**src/design/boot_vec_pkg.sv**
```systemverilog
package boot_vec_pkg;
    // vector width and field positions
    localparam int VEC_W = 16;
    localparam int BOOT_WIDTH_BIT = 7;
    localparam int RESET_MODE_BIT = 8;
    localparam int PCI_MODE_LSB = 9;
    localparam int PCI_MODE_W = 3;
    localparam int WDOG_DIS_BIT = 12;
    localparam int RSVD_LSB = 13;
    localparam int RSVD_W = 3;
    // pci mode codes
    localparam logic [2:0] PCI_DISABLED = 3'h0;
    localparam logic [2:0] PCI_SAT_NOT_READY = 3'h1;
    localparam logic [2:0] PCI_SAT_SUSPEND = 3'h2;
    localparam logic [2:0] PCI_HOST_EXT_ARB = 3'h3;
    localparam logic [2:0] PCI_HOST_FIXED = 3'h4;
    localparam logic [2:0] PCI_HOST_RR = 3'h5;
    localparam logic [2:0] PCI_RSVD_MIN = 3'h6;
    // reset values
    localparam logic [15:0] VEC_RESET = 16'h0000;
    // reset line drive time
    localparam int CLK_MHZ = 40;
    localparam int RST_DRIVE_CYCLES_DOC = 4096;
    localparam int RST_DRIVE_CYCLES = RST_DRIVE_CYCLES_DOC;
    localparam int RST_CNT_W = 13;
    // synchroniser depth
    localparam int SYNC_STAGES = 2;
endpackage : boot_vec_pkg

```
**src/design/boot_strap_vector_upper_decode.sv**
```systemverilog
// Contract
// - bit 7 selects 8 or 16 bit boot
// - bit8 only sets reset mode reserved flag; reset line driven 4096 cycles after every cold release
// - bits 11:9 decode pci mode
// - modes 1,2 are satellite variants
// - modes 4,5 are internal-arbiter host
// - pci enable set only for modes 1,2
// - bit 12 disables watchdog after cold reset
// - sample during cold reset, then drive bus
// - captured vector readable by software
`timescale 1ns/1ps
`default_nettype none
module boot_strap_vector_upper_decode
    import boot_vec_pkg::*;
(
    input wire logic i_clk,
    input wire logic i_sys_rst,
    input wire logic i_power_on_reset_input_n,
    input wire logic [boot_vec_pkg::VEC_W-1:0] i_memory_data_strap_bus,
    input wire logic i_system_reset_line,
    output logic o_system_reset_line,
    output logic o_system_reset_line_oe,
    output logic o_memory_data_strap_bus_oe,
    output logic [boot_vec_pkg::VEC_W-1:0] o_boot_vector_readback,
    output logic o_boot_width_16,
    output logic o_reset_mode_reserved,
    output logic [2:0] o_pci_mode,
    output logic o_pci_mode_reserved,
    output logic o_pci_satellite,
    output logic o_pci_target_not_ready,
    output logic o_cpu_suspend,
    output logic o_pci_host,
    output logic o_pci_internal_arbiter,
    output logic o_pci_round_robin,
    output logic o_pci_control_register_en,
    output logic o_watchdog_enable,
    output logic o_strap_reserved_error,
    output logic o_warm_reset
);
    import boot_vec_pkg::*;

    typedef enum logic [1:0] {ST_COLD, ST_DRIVE, ST_RUN} phase_e;

    typedef struct packed {
        phase_e phase;
        logic [VEC_W-1:0] vec;
        logic [RST_CNT_W-1:0] cnt;
        logic rst_oe;
        logic bus_oe;
        logic pci_en;
        logic wdog_en;
    } state_s;

    state_s s_q;
    state_s s_d;
    logic cold_n_s;
    logic [VEC_W-1:0] strap_s;
    logic rstl_s;
    logic [2:0] mode;

    ////////////////////////////////////////////////////////////////////////
    // pin synchronisers
    boot_sync2 #(.W(VEC_W + 2)) u_sync (
        .i_clk(i_clk),
        .i_sys_rst(i_sys_rst),
        .i_async({i_power_on_reset_input_n, i_system_reset_line, i_memory_data_strap_bus}),
        .o_sync({cold_n_s, rstl_s, strap_s})
    );

    assign mode = s_q.vec[PCI_MODE_LSB +: PCI_MODE_W];

    ////////////////////////////////////////////////////////////////////////
    // next state
    always_comb
    begin
        s_d = s_q;
        case (s_q.phase)
            ST_COLD:
            begin
                s_d.bus_oe = 1'b0;
                s_d.rst_oe = 1'b1;
                s_d.cnt = '0;
                if (!cold_n_s)
                begin
                    s_d.vec = strap_s;
                end
                else
                begin
                    s_d.phase = ST_DRIVE;
                    s_d.bus_oe = 1'b1;
                    s_d.pci_en = (mode == PCI_SAT_NOT_READY) || (mode == PCI_SAT_SUSPEND);
                    s_d.wdog_en = !s_q.vec[WDOG_DIS_BIT];
                end
            end
            ST_DRIVE:
            begin
                s_d.cnt = s_q.cnt + RST_CNT_W'(1);
                if (s_q.cnt == RST_CNT_W'(RST_DRIVE_CYCLES - 1))
                begin
                    s_d.phase = ST_RUN;
                    s_d.rst_oe = 1'b0;
                end
            end
            ST_RUN:
            begin
                s_d.rst_oe = 1'b0;
            end
            default:
            begin
                s_d.phase = ST_COLD;
            end
        endcase
        if (!cold_n_s)
        begin
            s_d.phase = ST_COLD;
            s_d.bus_oe = 1'b0;
            s_d.rst_oe = 1'b1;
            if (s_q.phase == ST_COLD)
            begin
                s_d.vec = strap_s;
            end
        end
    end

    ////////////////////////////////////////////////////////////////////////
    // state register; vector untouched except by i_sys_rst (VEC_RESET) and cold sampling
    always_ff @(posedge i_clk)
    begin
        if (i_sys_rst)
        begin
            s_q.phase <= ST_COLD;
            s_q.vec <= VEC_RESET;
            s_q.cnt <= '0;
            s_q.rst_oe <= 1'b1;
            s_q.bus_oe <= 1'b0;
            s_q.pci_en <= 1'b0;
            s_q.wdog_en <= 1'b1;
        end
        else
        begin
            s_q <= s_d;
        end
    end

    ////////////////////////////////////////////////////////////////////////
    // decoded outputs
    assign o_system_reset_line = 1'b0;
    assign o_system_reset_line_oe = s_q.rst_oe;
    assign o_memory_data_strap_bus_oe = s_q.bus_oe;
    assign o_boot_vector_readback = s_q.vec;
    assign o_boot_width_16 = s_q.vec[BOOT_WIDTH_BIT];
    assign o_reset_mode_reserved = s_q.vec[RESET_MODE_BIT];
    assign o_pci_mode = mode;
    assign o_pci_mode_reserved = mode >= PCI_RSVD_MIN;
    assign o_pci_satellite = (mode == PCI_SAT_NOT_READY) || (mode == PCI_SAT_SUSPEND);
    assign o_pci_target_not_ready = mode == PCI_SAT_NOT_READY;
    assign o_cpu_suspend = mode == PCI_SAT_SUSPEND;
    assign o_pci_host = (mode == PCI_HOST_EXT_ARB) || (mode == PCI_HOST_FIXED) || (mode == PCI_HOST_RR);
    assign o_pci_internal_arbiter = (mode == PCI_HOST_FIXED) || (mode == PCI_HOST_RR);
    assign o_pci_round_robin = mode == PCI_HOST_RR;
    assign o_pci_control_register_en = s_q.pci_en;
    assign o_watchdog_enable = s_q.wdog_en;
    assign o_strap_reserved_error = |s_q.vec[RSVD_LSB +: RSVD_W];
    assign o_warm_reset = (s_q.phase == ST_RUN) && !rstl_s;
endmodule : boot_strap_vector_upper_decode
`default_nettype wire

```
**src/design/boot_sync2.sv**
```systemverilog
`timescale 1ns/1ps
`default_nettype none
// two-flop synchroniser, one per bit
module boot_sync2 #(
    parameter int W = 1
) (
    input wire logic i_clk,
    input wire logic i_sys_rst,
    input wire logic [W-1:0] i_async,
    output logic [W-1:0] o_sync
);
    logic [W-1:0] meta_q;
    logic [W-1:0] sync_q;

    ////////////////////////////////////////////////////////////////////////
    // meta stage only feeds the second stage
    always_ff @(posedge i_clk)
    begin
        if (i_sys_rst)
        begin
            meta_q <= '0;
            sync_q <= '0;
        end
        else
        begin
            meta_q <= i_async;
            sync_q <= meta_q;
        end
    end

    assign o_sync = sync_q;
endmodule : boot_sync2
`default_nettype wire

```
**config.mk**
```make
export PLATFORM = sky130hd
export DESIGN_NAME = boot_strap_vector_upper_decode
export DESIGN_NICKNAME = d
export VERILOG_FILES = /design/src/design/boot_vec_pkg.sv /design/src/design/boot_strap_vector_upper_decode.sv /design/src/design/boot_sync2.sv
export SDC_FILE = /design/constraint.sdc
export NUM_CORES = 1
export LEC_CHECK = 0
export ABC_CLOCK_PERIOD_IN_PS = 2000
export BUFFER_PORTS_ARGS = -buffer_cell sky130_fd_sc_hd__buf_2
export CORE_MARGIN = 3
export CORE_UTILIZATION = 30
export DETAILED_ROUTE_END_ITERATION = 16
export SLEW_MARGIN = 25
export SYNTH_ARGS = -nofsm -noshare
export SYNTH_HDL_FRONTEND = slang
export SYNTH_SLANG_ARGS = --single-unit
export TNS_END_PERCENT = 50
```
**constraint.sdc**
```tcl
create_clock -name i_clk -period 2 [get_ports i_clk]
set_input_delay 0.1 -clock i_clk [delete_from_list [all_inputs] [get_ports i_clk]]
set_output_delay 0.1 -clock i_clk [all_outputs]
set_load 0.03 [all_outputs]
```
==> flow_summary.ini <==
[logic_synthesis]
yosys.area_share.simple = 0.2606
yosysTopAreaCellShare = 0.5221
syn-cell-area_um2 = 2723
yosys.cell_types.count = 40
yosys_register_bits = 71
synthMuxAreaShare = 0.01241
synthAdderAreaFrac = 0.02298
ys_top_cells_by_count = dfxtp_1 (71), nand2_1 (45), nor2b_1 (40)
ys_seq_area_frac = 0.5221
syn_inst = 296
async_flop_share = 0
synth_xor_area_frac = 0.01287
avgSynthCellArea_um2 = 9.198
yosysMostFrequentCell = dfxtp_1
synth_edf_count = 0
synth_area_leaders = dfxtp_1 (52%), nor2b_1 (9.2%), nand2_1 (6.2%), buf_4 (5.5%), a21oi_1 (4.6%)
synth_compound_area_frac = 0.08410
yosysWarnings = 0
yosysTopAreaCell = dfxtp_1
synth_top_family_by_area = simple AND/OR/NAND/NOR gates
synth_nets = 321
synthFlopType = dfxtp_1

[power_and_ir_drop]
p_clk_frac = 0.377
swShare = 0.2566
power_frac_comb = 0.076
leakage_nw = 1.338
ir_drop_v = 0.0003468
seqPwrFrac = 0.547
cellPowerDensity_nw_per_um2 = 815.8
p_switching_uw = 692.3
internal_power_mw = 2.006
p_total_mw = 2.698

[clock_network]
cts_max_level = 3
cts_tree = yes
clkTransAtPathRegs_ps = 80
cts_buffers = 9
ctsRootBufferMaster = clkbuf_8
clockBufferDepth = 2
cts-resized-gates = 0
clk_latency_ps = 340
cts.sink_count = 71

[setup_path]
r2r_setup_slack_ps = 320
crit_fanout = 4
r2r_end = o_system_reset_line_oe
required_ps = 2280
cp.arrival_ps = 1960
end_kind = flop
rr_startpoint = s_q[4]
criticalPathCategory = flop to flop
worstRegToRegCells = 5
start_kind = flop

[global_routing]
first_global_vias = 1810
grtUsageTotal = 0.1048
grt_antenna_before_repair = 0
grt_overflow_total = 0
grt_pass1_wl_um = 8452
grt_max_degree = 37

[routing]
drt_iter0_markers = 76
totalWireLength_um = 5237
ant_nets = 0
via_per_inst = 4.354
drc = 0
vias = 2007
detail_route.wl_per_cell_um = 11.36
dr.pass1.iters = 4

[sta]
drv_slew = 0
hold_violations = 0
maxSlewHeadroom = 0.6413
setup_violations = 0
fin_tns_setup_ps = 0
final.period_utilization = 0.8402
clock.fmax_mhz = 595.1
worst_slew_pin_slew_ps = 538.0
final.setup.worst_slack_ps = 319.5
rsz0062_at_grt = no
hold_ws_ps = 224.4
period_needed_ps = 1680
fin_skew_ps = 8.176

[worst_hold_path]
min_from = i_sys_rst
whs_path_depth = 2
min_to = s_q[5]
hp-class = input port to flop

[cells_and_area]
antenna_cells = 0
final_nets = 373
fill_cells = 900
instances_no_fill = 461
syn_to_final_growth_pct = 21.46
drive_above_1_share = 0.2295

[placed_design]
io_buffers = 53
place_ws_ps = 339.2
hpwl_um = 3474
dp.cells = 427
globalplace.congestion = 0.8086

[job]
maxCapViolations = 0

[die]
die_y_um = 101.3
ios = 55
dieArea_um2 = 10250
fp.coreArea_um2 = 8763
initial_utilization = 0.3107
rows = 34
die_w_um = 101.3

[outcome]
status = finished, final reports clean
cell families (layout without fill, tap and decap cells):
logic type	Yosys count	count (layout)
DFF	71	71
adders and majority gates	5	5
other	1	1
AOI/OAI and AO/OA	40	40
and+or+nand+nor	132	132
muxes	3	3
buffers and inverters	40	97
xor gates and xnor gates	4	4
cells in the final DEF, fill, tap and decap left out, types with 3 or more instances in the layout:
| cell | synthesis | routed |
|---|---|---|
| dfxtp_1 | 71 | 71 |
| buf_2 | 2 | 53 |
| nand2_1 | 45 | 45 |
| nor2b_1 | 40 | 40 |
| a21oi_1 | 25 | 25 |
| dlygate4sd3_1 | 0 | 18 |
| nor2_1 | 12 | 12 |
| clkbuf_8 | 0 | 9 |
| inv_1 | 6 | 6 |
| o21ai_0 | 6 | 6 |
| or3_1 | 5 | 5 |
| ha_1 | 5 | 5 |
| nor3b_1 | 4 | 4 |
| nand2b_1 | 4 | 4 |
| nor3_1 | 4 | 4 |
| buf_4 | 20 | 4 |
| nand3_1 | 3 | 3 |
| mux2_2 | 3 | 3 |
power by group through the flow:
stage	clock network [mW]	registers [mW]	logic, mW
after floorplan	0	1.51	0.135
after global placement	0	1.51	0.179
after detailed placement	0	1.51	0.180
after CTS	1.06	1.48	0.207
after global routing	1.12	1.48	0.225
final	1.02	1.48	0.204
critical path: stages, from the launching register on:
cell	delay [ps]
dfxtp_1	390
ha_1	210
nand3_2	110
o41a_1	470
or3_1	360
nand3_1	80
registers in the layout, indices dropped and copies added, names as in the netlist:
register	flops
o_memory_data_strap_bus_oe	1
o_pci_control_register_en	1
s_q	15
o_watchdog_enable	1
o_system_reset_line_oe	1
o_boot_vector_readback	16
u_sync.meta_q	18
u_sync.o_sync	18
layout make-up:
cell class	instances	area, um^2	share of cell area
flip-flops and latches	71	1421	0.4298
multi-input cells	185	1074	0.3246
repair buffers	75	475.5	0.1438
well taps	108	135.1	0.04086
clock buffers	9	123.9	0.03746
clock inverters	7	55.05	0.01665
inverters	6	22.52	0.006810
worst max-delay path by stage:
stage | start | end | slack [ps]
floorplan | s_q[4] | o_system_reset_line_oe | 440
global placement | s_q[4] | o_system_reset_line_oe | 380
detailed placement | s_q[4] | o_system_reset_line_oe | 340
CTS | s_q[4] | o_system_reset_line_oe | 320
global route | s_q[4] | o_system_reset_line_oe | 220
finish | s_q[4] | o_system_reset_line_oe | 320
what timing repair did:
item,in CTS,in global routing
hold buffers,18,0
setup buffers,0,0
endpoints found under the hold margin,18,0
endpoints found under the setup margin,0,0
per-stage QoR:
stage | area (um^2) | utilization
finish | 3307 | 0.3774
detailed placement | 2948 | 0.3364
global placement | 2948 | 0.3364
global route | 3307 | 0.3774
floorplan | 2723 | -
CTS | 3307 | 0.3774
layer usage:
layer,vias to the layer above,share of wire,global-route usage
met5,-,0,0
met4,0,0.0063,0.03988
met3,2,0.053,0.03788
met2,47,0.47,0.1595
met1,897,0.47,0.1362
li1,1061,-,-
(Power assumes the default switching activity.)
